`config.mk`:
```
export PLATFORM = sky130hd
export DESIGN_NAME = fsr_regs
export DESIGN_NICKNAME = d
export VERILOG_FILES = /design/src/core/fsr_pkg.sv /design/src/core/fsr_regs.sv
export SDC_FILE = /design/constraint.sdc
export NUM_CORES = 1
export LEC_CHECK = 0
export BUFFER_PORTS_ARGS = -buffer_cell sky130_fd_sc_hd__buf_2
export CAP_MARGIN = 25
export CORE_AREA = 2 2 90 92
export DETAILED_ROUTE_END_ITERATION = 10
export DIE_AREA = 0 0 92 94
export GPL_ROUTABILITY_DRIVEN = 0
export PLACE_DENSITY = 0.7
export SYNTH_ARGS = -nofsm -noshare
export SYNTH_HDL_FRONTEND = slang
export SYNTH_SLANG_ARGS = --single-unit
```
`constraint.sdc`:
```
create_clock -name CLK -period 1.9 [get_ports CLK]
set_input_delay 0.095 -clock CLK [delete_from_list [all_inputs] [get_ports CLK]]
set_output_delay 0.095 -clock CLK [all_outputs]
set_load 0.02 [all_outputs]
```
`src/core/fsr_pkg.sv`:
```
// Operation
// - Speed field 15:14 reads 10 for 1000, 01 for 100, 00 for 10 Mbps.
// - Speed, duplex and pause fields hold meaning only once resolved reads 1.
// - Resolved sets on negotiation complete, and also with negotiation off.
// - In 100BASE-FX mode the speed field is fixed at the 100 Mbps code.
// - Duplex bit 13, 1 full; in 100BASE-FX it copies the fiber duplex control.
// - Page bit 12 latches high on a received page; stays 0 in 100BASE-FX.
// - Resolved bit 11 forced 1 with negotiation off or in 100BASE-FX.
// - Force-unresolved control bit drives resolved to 0 over everything else.
// - Bit 10 shows the live, unlatched fiber link state.
// - Bits 7:6 latch the received remote fault code.
// - Bit 5 shows receive sync, 1 when acquired.
// - Bit 4 is inverted energy detect, 1 means no energy; resets to 1.
// - Bit 3 mirrors transmit pause resolution, unused inside; 0 in 100BASE-FX.
// - Bit 2 mirrors receive pause resolution, unused inside; 0 in 100BASE-FX.
// - Enable bits 14 to 4, except 6, are writable per-source interrupt enables.
// - Enable bits 15, 6 and 3:0 always read zero.
// - Two-bit mode: 00 100BASE-FX, 01 1000BASE-X, 10 SGMII system, 11 SGMII media.
`default_nettype none
package fsr_pkg;
	// ************************************************
	// Register indices, byte address is index times four
	// ************************************************
	localparam logic [5:0] FSR_IDX_STATUS = 6'h11;
	localparam logic [5:0] FSR_IDX_IEN = 6'h12;
	localparam logic [5:0] FSR_IDX_IST = 6'h14;
	localparam logic [5:0] FSR_IDX_ICLR = 6'h15;
	localparam logic [5:0] FSR_IDX_CTRL = 6'h16;
	// ************************************************
	// Field positions
	// ************************************************
	localparam int FSR_B_SPD = 14;
	localparam int FSR_B_DUP = 13;
	localparam int FSR_B_PAGE = 12;
	localparam int FSR_B_RES = 11;
	localparam int FSR_B_LINK = 10;
	localparam int FSR_B_SYMERR = 9;
	localparam int FSR_B_FCAR = 8;
	localparam int FSR_B_FIFO = 7;
	localparam int FSR_B_RF = 6;
	localparam int FSR_B_RFEV = 5;
	localparam int FSR_B_SYNC = 5;
	localparam int FSR_B_NRG = 4;
	localparam int FSR_B_TXP = 3;
	localparam int FSR_B_RXP = 2;
	localparam int FSR_C_AN_EN = 2;
	localparam int FSR_C_FX_DUP = 3;
	localparam int FSR_C_UNRES = 4;
	localparam int FSR_C_SWRST = 15;
	localparam logic [15:0] FSR_IEN_MASK = 16'h7fb0;
	// ************************************************
	// Codes
	// ************************************************
	localparam logic [1:0] FSR_MODE_FX = 2'h0;
	localparam logic [1:0] FSR_MODE_1000X = 2'h1;
	localparam logic [1:0] FSR_MODE_SGMII_SYS = 2'h2;
	localparam logic [1:0] FSR_MODE_SGMII_MED = 2'h3;
	localparam logic [1:0] FSR_SPD_1000 = 2'h2;
	localparam logic [1:0] FSR_SPD_100 = 2'h1;
	localparam logic [1:0] FSR_SPD_10 = 2'h0;
	// ************************************************
	// State and reset values
	// ************************************************
	typedef struct packed {
		logic [15:0] ien;
		logic [15:0] ist;
		logic [1:0] mode;
		logic an_en;
		logic fx_dup;
		logic unres;
		logic page;
		logic [1:0] rf;
		logic link;
		logic sync;
		logic nrg_n;
		logic [1:0] spd;
		logic dup;
		logic res;
		logic txp;
		logic rxp;
		logic an_prev;
		logic wr_pend;
		logic [5:0] wr_idx;
		logic [31:0] rdata;
		logic ready;
		logic resp;
		logic irq;
	} fsr_state_t;
	localparam logic [1:0] FSR_MODE_RST = FSR_MODE_1000X;
	localparam logic FSR_AN_EN_RST = 1'h1;
	localparam logic FSR_NRG_N_RST = 1'h1;
endpackage
`default_nettype wire

```
`src/core/fsr_regs.sv`:
```
// Register access over AHB-Lite was left to the implementer.
`default_nettype none
module fsr_regs
	import fsr_pkg::*;
(
	input wire logic CLK,
	input wire logic RSTN,
	input wire logic HSEL,
	input wire logic [31:0] HADDR,
	input wire logic [1:0] HTRANS,
	input wire logic HWRITE,
	input wire logic [2:0] HSIZE,
	input wire logic [31:0] HWDATA,
	input wire logic HREADY,
	output var logic [31:0] HRDATA,
	output var logic HREADYOUT,
	output var logic HRESP,
	input wire logic AN_DONE,
	input wire logic [1:0] AN_SPEED,
	input wire logic AN_DUPLEX,
	input wire logic AN_TX_PAUSE,
	input wire logic AN_RX_PAUSE,
	input wire logic PAGE_RX,
	input wire logic LINK_UP,
	input wire logic SYNC_OK,
	input wire logic ENERGY,
	input wire logic [1:0] RF_CODE,
	input wire logic SYM_ERR,
	input wire logic FALSE_CARRIER,
	input wire logic FIFO_ERR,
	output var logic IRQ
);

	// ************************************************
	// Read word builders
	// ************************************************
	function automatic logic [15:0] status_word(input fsr_state_t s);
		logic [15:0] w;
		w = 16'h0000;
		w[FSR_B_SPD+1 -: 2] = s.spd;
		w[FSR_B_DUP] = s.dup;
		w[FSR_B_PAGE] = s.page;
		w[FSR_B_RES] = s.res;
		w[FSR_B_LINK] = s.link;
		w[FSR_B_RF+1 -: 2] = s.rf;
		w[FSR_B_SYNC] = s.sync;
		w[FSR_B_NRG] = s.nrg_n;
		w[FSR_B_TXP] = s.txp;
		w[FSR_B_RXP] = s.rxp;
		return w;
	endfunction

	function automatic logic [15:0] ctrl_word(input fsr_state_t s);
		logic [15:0] w;
		w = 16'h0000;
		w[1:0] = s.mode;
		w[FSR_C_AN_EN] = s.an_en;
		w[FSR_C_FX_DUP] = s.fx_dup;
		w[FSR_C_UNRES] = s.unres;
		return w;
	endfunction

	// ************************************************
	// State
	// ************************************************
	fsr_state_t s_q;
	fsr_state_t s_d;

	always_comb begin
		logic fx;
		logic acc;
		logic hit;
		logic rd_stat;
		logic swr;
		logic [5:0] idx;
		logic [15:0] ev;
		logic [15:0] clr;
		logic [15:0] rw;
		fx = 1'b0;
		acc = 1'b0;
		hit = 1'b0;
		rd_stat = 1'b0;
		swr = 1'b0;
		idx = 6'h00;
		ev = 16'h0000;
		clr = 16'h0000;
		rw = 16'h0000;
		s_d = s_q;

		// Address phase decode
		acc = HSEL & HREADY & HTRANS[1];
		hit = (HADDR[31:8] == 24'h000000);
		idx = hit ? HADDR[7:2] : 6'h00;
		rd_stat = acc & ~HWRITE & (idx == FSR_IDX_STATUS);

		// Data phase write
		if (s_q.wr_pend) begin
			case (s_q.wr_idx)
				FSR_IDX_IEN: begin
					s_d.ien = HWDATA[15:0] & FSR_IEN_MASK;
				end
				FSR_IDX_ICLR: begin
					clr = HWDATA[15:0];
				end
				FSR_IDX_CTRL: begin
					s_d.mode = HWDATA[1:0];
					s_d.an_en = HWDATA[FSR_C_AN_EN];
					s_d.fx_dup = HWDATA[FSR_C_FX_DUP];
					s_d.unres = HWDATA[FSR_C_UNRES];
					swr = HWDATA[FSR_C_SWRST];
				end
				default: begin
					clr = 16'h0000;
				end
			endcase
		end

		// Live status resolution
		fx = (s_q.mode == FSR_MODE_FX);
		if (s_q.unres) begin
			s_d.res = 1'b0;
		end else if (fx | ~s_q.an_en) begin
			s_d.res = 1'b1;
		end else begin
			s_d.res = AN_DONE;
		end
		s_d.spd = fx ? FSR_SPD_100 : AN_SPEED;
		s_d.dup = fx ? s_q.fx_dup : AN_DUPLEX;
		s_d.txp = fx ? 1'b0 : AN_TX_PAUSE;
		s_d.rxp = fx ? 1'b0 : AN_RX_PAUSE;
		s_d.link = LINK_UP;
		s_d.sync = SYNC_OK;
		s_d.nrg_n = ~ENERGY;
		s_d.an_prev = AN_DONE;

		// Latched-high bits, a new event wins over the read clear
		s_d.page = ~fx & (PAGE_RX | (s_q.page & ~rd_stat));
		if (rd_stat | (RF_CODE != 2'h0)) begin
			s_d.rf = RF_CODE;
		end

		// Software reset
		if (swr) begin
			s_d.ien[FSR_B_RFEV] = 1'b0;
			s_d.page = 1'b0;
			s_d.rf = 2'h0;
			s_d.nrg_n = FSR_NRG_N_RST;
		end

		// Interrupt events
		ev[FSR_B_SPD] = (s_d.spd != s_q.spd);
		ev[FSR_B_DUP] = (s_d.dup != s_q.dup);
		ev[FSR_B_PAGE] = PAGE_RX & ~fx;
		ev[FSR_B_RES] = AN_DONE & ~s_q.an_prev;
		ev[FSR_B_LINK] = (LINK_UP != s_q.link);
		ev[FSR_B_SYMERR] = SYM_ERR;
		ev[FSR_B_FCAR] = FALSE_CARRIER;
		ev[FSR_B_FIFO] = FIFO_ERR;
		ev[FSR_B_RFEV] = (s_d.rf != s_q.rf) & (s_d.rf != 2'h0);
		ev[FSR_B_NRG] = (s_d.nrg_n != s_q.nrg_n);
		s_d.ist = ((s_q.ist & ~clr) | ev) & FSR_IEN_MASK;
		s_d.irq = |(s_d.ist & s_d.ien);

		// Address phase capture and read data
		s_d.wr_pend = acc & HWRITE;
		s_d.wr_idx = idx;
		s_d.ready = 1'b1;
		s_d.resp = 1'b0;
		if (acc & ~HWRITE) begin
			case (idx)
				FSR_IDX_STATUS: begin
					rw = status_word(s_q);
				end
				FSR_IDX_IEN: begin
					rw = s_d.ien;
				end
				FSR_IDX_IST: begin
					rw = s_q.ist;
				end
				FSR_IDX_CTRL: begin
					rw = ctrl_word(s_d);
				end
				default: begin
					rw = 16'h0000;
				end
			endcase
		end
		s_d.rdata = {16'h0000, rw};
	end

	always_ff @(posedge CLK) begin
		if (!RSTN) begin
			s_q <= '0;
			s_q.mode <= FSR_MODE_RST;
			s_q.an_en <= FSR_AN_EN_RST;
			s_q.nrg_n <= FSR_NRG_N_RST;
			s_q.ready <= 1'b1;
		end else begin
			s_q <= s_d;
		end
	end

	// ************************************************
	// Outputs
	// ************************************************
	assign HRDATA = s_q.rdata;
	assign HREADYOUT = s_q.ready;
	assign HRESP = s_q.resp;
	assign IRQ = s_q.irq;

endmodule
`default_nettype wire

```
# Word-level counts from Yosys, hierarchy flattened
# Cells that the tools add are included.
# op_classes
addsub	0
mul	0
div_mod_pow	0
magnitude_cmp	0
eq_ne	12
shift	0
muxes	17
bitwise	24
reduce_logical	9
# op_table
op	count
16-bit one-hot mux with 4 select lines	1
6-bit by 5-bit == test with 1-bit output, second input constant	7
16-bit two-way mux	2
15-bit two-way mux	2
24-bit logical NOT	1
15-bit by 16-bit AND with 16-bit output	1
16-bit OR reduction	1
15-bit AND	1
15-bit NOT	1
15-bit OR	1
1-bit AND	10
5-bit two-way mux	2
1-bit NOT	7
1-bit two-way mux	6
2-bit two-way mux	3
6-bit two-way mux	1
2-bit OR reduction	3
2-bit != test	2
2-bit nonzero test	2
1-bit != test	3
1-bit OR	3
2-bit logical NOT	1
2-bit AND reduction	1
# word_totals
regBits	86
latch_bits	0
ramBits	0
mem_bits_ro	0
inputBits	89
out_inout_bits	35
wordCells	86
mem_count	0

# Depth between registers and ports, before layout
# Gate-level depths: netlist (run 1).
# logic_depth
depth_word	12
depth_mapped	7

# Worst setup path before layout (run 1)
# OpenSTA, ideal clock, no wires.
# synth_path
kind	reg-to-reg
start	register s_q[38] (netlist name)
end	register s_q (netlist bit IRQ)
setup_time_ns	0.125
t_arrival_ns	1.876
required_time_ns	1.775
path_slack_ns	-0.101
stages_incl_launch_ff	7
period_less_slack_ns	2.001
path_cell_list	dfxtp_1 > and4bb_4 > nand2_4 > mux2_4 > o21a_1 > a2111o_1 > o41a_1
# synth_between
elab_chain_cells	9
elab_cells_between_ends	21
# synth_lines
element	line_no	text
start: declaration	fsr_regs.sv:66	fsr_state_t s_q;
6-bit by 5-bit == test with 1-bit output	fsr_regs.sv:98	case (s_q.wr_idx)
1-bit two-way mux	fsr_regs.sv:98	
1-bit two-way mux	fsr_regs.sv:97	if (s_q.wr_pend) begin
2-bit two-way mux	fsr_regs.sv:143	if (swr) begin
2-bit != test or 2-bit nonzero test (tied branches)	fsr_regs.sv:159	ev[FSR_B_RFEV] = (s_d.rf != s_q.rf) & (s_d.rf != 2'h0);
1-bit AND	fsr_regs.sv:159	
15-bit OR	fsr_regs.sv:161	s_d.ist = ((s_q.ist & ~clr) | ev) & FSR_IEN_MASK;
15-bit by 16-bit AND with 16-bit output *	fsr_regs.sv:162	s_d.irq = |(s_d.ist & s_d.ien);
16-bit OR reduction *	fsr_regs.sv:162	
# Mark *: on every way between the ends. The rest lies on a longest branch, timed or not.
# A chain may end at the register's enable or synchronous reset.

# Worst setup path after layout (run 1)
# Ends and elaborated chain as after synthesis.

==> results of run 1 <==
state kept, by name (all words and copies together), names as in the netlist:
signal  cells
IRQ         1
s_q        51
HRDATA     16
critical path: cells and delay by family (launching register included):
family                 cells  cell delay, ns
AO/OA/AOI/OAI              2            0.68
AND/OR/NAND/NOR            2            0.44
flip-flops                 1            0.32
buffers and inverters      2            0.24
multiplexers               1            0.20
cells by family (layout without fill, tap and decap cells):
group                     count (synthesis)  after routing  synth area share
buffers and inverters                    56            151             0.112
and+or+nand+nor                         123            123             0.234
DFF                                      68             68             0.451
AOI/OAI and AO/OA                        51             51             0.126
muxes                                    17             17            0.0597
xor gates and xnor gates                  5              5            0.0145
other                                     2             18           0.00249
synth_stat cells, types with 2 or more instances:
master | instances | area [um^2]
mux2_2 | 4 | 45.0
nor4_1 | 9 | 56.3
conb_1 | 2 | 7.51
buf_4 | 34 | 255
nand2b_1 | 4 | 25.0
xnor2_1 | 4 | 35.0
nor2b_1 | 18 | 113
and2_1 | 13 | 81.3
a21o_1 | 2 | 15.0
nor3b_1 | 4 | 30.0
nor2_1 | 23 | 86.3
a31oi_1 | 3 | 18.8
mux2i_1 | 12 | 120
clkbuf_1 | 11 | 41.3
o21ai_0 | 3 | 15.0
and3_1 | 16 | 100
nand2_1 | 14 | 52.6
a21boi_0 | 2 | 15.0
dfxtp_1 | 68 | 1360
a21oi_1 | 12 | 60.1
or2_2 | 5 | 31.3
inv_1 | 10 | 37.5
a22oi_1 | 4 | 30.0
nand4_1 | 2 | 12.5
o22ai_1 | 3 | 18.8
a222oi_1 | 8 | 80.1
nand3_1 | 4 | 20.0
o21a_1 | 4 | 30.0
nor3_1 | 2 | 10.0
final cells by class:
type | instances | area share
timing repair buffer | 125 | 0.194
multi-input combinational | 214 | 0.374
clock inverter | 7 | 0.0169
tap | 102 | 0.0320
inverter | 10 | 0.00942
sequential | 68 | 0.343
clock buffer | 9 | 0.0311
per-layer routing:
metal | routed length (um) | vias to the layer above | global-route usage
met5 | 0 | - | 0
met4 | 104 | 0 | 0.0684
met3 | 459 | 10 | 0.0441
met2 | 3680 | 92 | 0.300
met1 | 3460 | 1224 | 0.225
li1 | - | 1288 | -
final timing paths:
| check | startpoint | end | slack [ns] | cells past startpoint |
|---|---|---|---|---|
| worst min register to register | s_q[55] | s_q[45] | 0.47 | 1 |
| worst max register to register | s_q[38] | IRQ | -0.10 | 7 |
| worst max-delay path | s_q[38] | IRQ | -0.10 | 7 |
| worst min-delay path | AN_DONE | s_q[42] | 0.0002 | 2 |
stage by stage:
step | utilization | TNS (ns) | power (uW)
after floorplan | - | -0.101 | 1650
after global placement | 0.463 | -0.140 | 1730
after detailed placement | 0.463 | -0.175 | 1740
after CTS | 0.512 | -0.0946 | 2900
after global routing | 0.524 | -0.311 | 3010
final | 0.524 | -0.109 | 2890
power breakdown:
part / total (uW) / internal, uW / switching [uW]
Combinational: 257 / 126 / 131
Sequential: 1480 / 1460 / 24.0
Clock: 1150 / 600 / 551
Total: 2890 / 2190 / 706
timing repair:
action,CTS,global route
endpoints found under the hold margin,11,0
buffers inserted,3,2
pin swaps,3,6
resized for setup,10,16
hold buffers,11,0
endpoints found under the setup margin,1,3
==> qor.csv, run 1 <==
metric,value,unit
Synth Register Bits,68,
pwr dens,725,mW/mm^2
DRC Markers,0,
maximum vdd drop,330,uV
FMAX,500,MHz
final instance area,0.00399,mm^2
Post-DRT Antenna Nets,0,
Synth Flop Type,dfxtp_1,
final setup margin,-0.100,ns
H-tree depth,3,
CP Max Fanout,10,
total number of yosys warnings,0,
total number of vias,2614,
"commonest non-fill, non-tap cells in the layout","82 x buf_2, 62 x dfxtp_1, 29 x buf_4, 22 x nor2_1",
largest net degree at the start of global routing,27,
Synth Instances,322,
Leakage,0.00179,uW
vias per cell,4.89,
Max clock buf depth,2,
CTS sink cnt,68,
RSZ-0062 raised after global routing,true,
total track usage,0.180,
fin cells,535,
Post-synth EDFFs,0,
Post-Route WL,7.71,mm
drt wl/cell,14.4,um
Worst Path Arrival,2.24,ns
die height,94,um
Core Box Area,0.00761,mm^2
FP Rows,32,
Hold WC Path Type,in2reg,
Skew-Pair Late Insertion Delay,0.36,ns
Ant. Diodes,0,
initial core utilization,0.397,
DRT iter0 DRCs,147,
CTS Buf Count,9,
Post-Syn Area,0.00302,mm^2
startpoint types,flip-flop,
FF/Latch Area,0.00137,mm^2
fill count,721,
Worst path max stage delay,0.43,ns
library cells used by synthesis,51,
skew final,0.00645,ns
syn avg cell area,9.38,um^2
Async SR Flop Fraction,0,
final setup violation count,2,
violated checks,setup timing,
DP Area,0.00353,mm^2
Die ar.,0.00865,mm^2
register area share after synthesis,0.451,
Slowest cell on crit path,o41a_1,
CTS tree,done,
Area growth syn-to-layout,32.0,%
area of the multi-input gates,0.00149,mm^2
Die W,92,um
PortBufs,82,
post-route minimum period,2.00,ns
first-pass iteration count of the detailed router,8,
Crit. End Element,flip-flop,
"Slew Viols, Final",0,
status,"complete, but fails checks",
WP data required,2.14,ns
placed wire-length estimate,5.71,mm
nets@finish,517,
Setup WS pre-CTS,-0.160,ns
total gr overflow,0,
hold slack,0.000246,ns
"commonest non-fill, non-tap cell in the layout",buf_2,
critical path type,reg2reg,
initial antenna violation count,0,
CTS Root Buffer Type,clkbuf_8,
IO Pins,124,
number of max-cap violations,0,
Clock transition at path regs,0.07,ns
first-pass GRT wire length,11.9,mm
layout cells sized above 1,0.376,
Final Hold Vio Count,0,
dpl cells,503,
"critical path, cell by cell",and4bb_4 > nand2_4 > buf_6 > mux2i_2 > inv_1 > a22o_1 > o41a_1,
vias in the first global route,2562,
Tcrit/Tclk final,1.05,
Power figures use the tool's default switching activity.
==> inputs of run 2 (changes only) <==
Settings changed: ABC_AREA from default to 1, CORE_AREA 2 2 90 92 to 2 2 92 94, DIE_AREA 0 0 92 94 to 0 0 94 96.
Clock period 1.9 ns to 1.65 ns, I/O delays scaled along.
==> run 2 against run 1 <==
Compared with the run above: the flow still finishes with violations (setup timing); global-route usage grew 1.3 points; critical path depth grew 5; cell count grew 26%; area after synthesis grew 4.8%; first-iteration DRC count shrank 12%; clock power grew 4%; die area grew 4.3%; clock skew shrank 0.0019 ns; flip-flop and latch count is the same; critical path type unchanged; highest routed layer unchanged.
==> qor.csv, run 2 <==
metric,value,unit,change
status,"complete, but fails checks",,unchanged
violated checks,setup timing,,unchanged
"commonest non-fill, non-tap cells in the layout","82 x buf_2, 67 x dfxtp_1, 63 x nor2_1, 59 x nand2_1",,"was 82 x buf_2, 62 x dfxtp_1, 29 x buf_4, 22 x nor2_1"
layout cells sized above 1,0.417,,was 0.376
maximum vdd drop,644,uV,was 330 uV
total number of vias,3173,,was 2614
Die ar.,0.00902,mm^2,was 0.00865 mm^2
Switch Pwr,785,uW,was 706 uW
CTS tree,done,,unchanged
met1 usage,0.222,,was 0.225
final setup margin,-0.308,ns,was -0.100 ns
Worst Path Arrival,2.20,ns,was 2.24 ns
Reg power frac,0.528,,was 0.513
share of the synthesized area in the top cell type,0.430,,was 0.451
Post-Route WL,8.90,mm,was 7.71 mm
vias per cell,4.71,,was 4.89
CTS Root Buffer Type,clkbuf_8,,unchanged
Die W,94,um,was 92 um
number of max-cap violations,0,,unchanged
Cell Int Power,2440,uW,was 2190 uW
largest area contributor in the netlist,dfxtp_1,,unchanged
total track usage,0.193,,was 0.180
CTS Buf Count,9,,unchanged
GR Util met3,0.0564,,was 0.0441
Synth Instances,423,,was 322
drt wl/cell,13.2,um,was 14.4 um
critical path type,reg2reg,,unchanged
vias in the first global route,2919,,was 2562
Clock power frac,0.371,,was 0.398
fin cells,674,,was 535
startpoint types,flip-flop,,unchanged
nets@finish,654,,was 517
initial core utilization,0.393,,was 0.397
dpl cells,633,,was 503
"commonest non-fill, non-tap cell in the layout",buf_2,,unchanged
Crit. End Element,flip-flop,,unchanged
Async SR Flop Fraction,0,,unchanged
Sw Share,0.243,,was 0.244
CP Max Fanout,6,,was 10
Synth Flop Type,dfxtp_1,,unchanged
Leakage,0.00215,uW,was 0.00179 uW
Post-Syn Area,0.00317,mm^2,was 0.00302 mm^2
PortBufs,82,,unchanged
DP Area,0.00385,mm^2,was 0.00353 mm^2
Post-synth EDFFs,0,,unchanged
die height,96,um,was 94 um
H-tree depth,3,,unchanged
"Slew Viols, Final",0,,unchanged
WP data required,1.89,ns,was 2.14 ns
largest net degree at the start of global routing,22,,was 27
Post-DRT Antenna Nets,0,,unchanged
Synth area leaders,"dfxtp_1 43%, buf_4 8.3%, nand2_1 7.7%, nor2_1 7.5%, inv_1 7.1%",,"was dfxtp_1 45%, buf_4 8.5%, mux2i_1 4.0%, nor2b_1 3.7%, and3_1 3.3%"
Max clock buf depth,2,,unchanged
most used routing layer,met2,,unchanged
Clock transition at path regs,0.07,ns,about the same
Synth Register Bits,68,,unchanged
DRT iter0 DRCs,129,,was 147
final setup violation count,13,,was 2
GR Util met2,0.345,,was 0.300
first-pass iteration count of the detailed router,5,,was 8
Final Hold Vio Count,0,,unchanged
syn avg cell area,7.48,um^2,was 9.38 um^2
DRC Markers,0,,unchanged
placed wire-length estimate,6.15,mm,was 5.71 mm
skew final,0.00459,ns,was 0.00645 ns
total power draw,3220,uW,was 2890 uW
RSZ-0062 raised after global routing,true,,unchanged
FP Rows,33,,was 32
Core Box Area,0.00805,mm^2,was 0.00761 mm^2
post-route minimum period,1.96,ns,was 2.00 ns
Ant. Diodes,0,,unchanged
total gr overflow,0,,unchanged
Logic pwr share,0.101,,was 0.089
CTS sink cnt,68,,unchanged
largest register by flop count,s_q,,unchanged
Tcrit/Tclk final,1.19,,was 1.05
most common cell in the netlist,dfxtp_1,,unchanged
first-pass GRT wire length,13.2,mm,was 11.9 mm
most frequent cells after synthesis,"68 x dfxtp_1, 65 x nand2_1, 63 x nor2_1",,"was 68 x dfxtp_1, 34 x buf_4, 23 x nor2_1"
hold slack,0.00487,ns,was 0.000246 ns
register area share after synthesis,0.430,,was 0.451
initial antenna violation count,0,,unchanged
Hold WC Path Type,in2reg,,unchanged
Skew-Pair Late Insertion Delay,0.35,ns,was 0.36 ns
final instance area,0.00456,mm^2,was 0.00399 mm^2
pwr dens,707,mW/mm^2,was 725 mW/mm^2
library cells used by synthesis,36,,was 51
total number of yosys warnings,0,,unchanged
FMAX,511,MHz,was 500 MHz
max reg flops,51,,unchanged
IO Pins,124,,unchanged
Area growth syn-to-layout,44.2,%,was 32.0%
## run 2: what timing repair did
item                       CTS  global route
hold endpoints to repair    13             0
gates cloned                 0             0
hold buffers                13             0
setup endpoints to repair   14            30
gates resized for setup     18            63
setup buffers                2            14
pin swaps                    3            26
## run 2: power groups by stage
| stage | Clock [uW] | Sequential (uW) | Combinational (uW) |
|---|---|---|---|
| detailed placement | 0 | 1740 | 278 |
| global route | 1300 | 1710 | 361 |
| CTS | 1220 | 1700 | 307 |
| global placement | 0 | 1730 | 270 |
| floorplan | 0 | 1730 | 175 |
| finish | 1200 | 1700 | 324 |
## run 2: per-stage QoR
step	util	setup WS (ns)	TNS, ns
after CTS	0.526	-0.172	-1.05
after global routing	0.567	-0.419	-3.15
after detailed placement	0.478	-0.217	-2.85
after global placement	0.478	-0.172	-2.00
after floorplan	-	-0.0568	-0.0568
final	0.567	-0.308	-1.59
## run 2: cell type report
type / instances / area, um^2
clock buffer: 13 / 159
tap: 105 / 131
clock inverter: 2 / 10.0
timing repair buffer: 160 / 1090
multi-input combinational: 264 / 1570
inverter: 62 / 240
fill: 734 / 3490
sequential: 68 / 1360
## run 2: metal layers
metal,up-vias,wire [um]
met2,113,4680
met1,1496,3490
li1,1550,-
met4,0,149
met3,14,574
met5,-,0
## run 2: worst max-delay path, cell delays in order, from the launching register on
cell and delay [ns]:
dfxtp_1 0.34, nor2_4 0.13, inv_2 0.05, nor3_4 0.19, nand3_4 0.17, or2_1 0.25
o21ai_2 0.08, a21oi_1 0.05, or2_1 0.24, inv_1 0.06, nand3_1 0.09, o21ai_2 0.13
nand2_1 0.06
## run 2: worst paths after layout
check	from	endpoint	slack, ns	cells after the start
worst max register to register	s_q[38]	IRQ	-0.31	12
worst min-delay path	HREADY	s_q[41]	0.005	3
worst min register to register	s_q[55]	s_q[45]	0.44	1
worst max-delay path	s_q[38]	IRQ	-0.31	12
## run 2: cells by family (layout without fill, tap and decap cells)
| logic type | count (synthesis) | after routing | share of synthesized area |
|---|---|---|---|
| other | 2 | 18 | 0.00237 |
| AND/OR/NAND/NOR | 183 | 183 | 0.267 |
| AO/OA/AOI/OAI | 54 | 54 | 0.100 |
| buffers and inverters | 107 | 237 | 0.174 |
| flip-flops | 68 | 68 | 0.430 |
| multiplexers | 5 | 5 | 0.0158 |
| XOR/XNOR | 4 | 4 | 0.0111 |
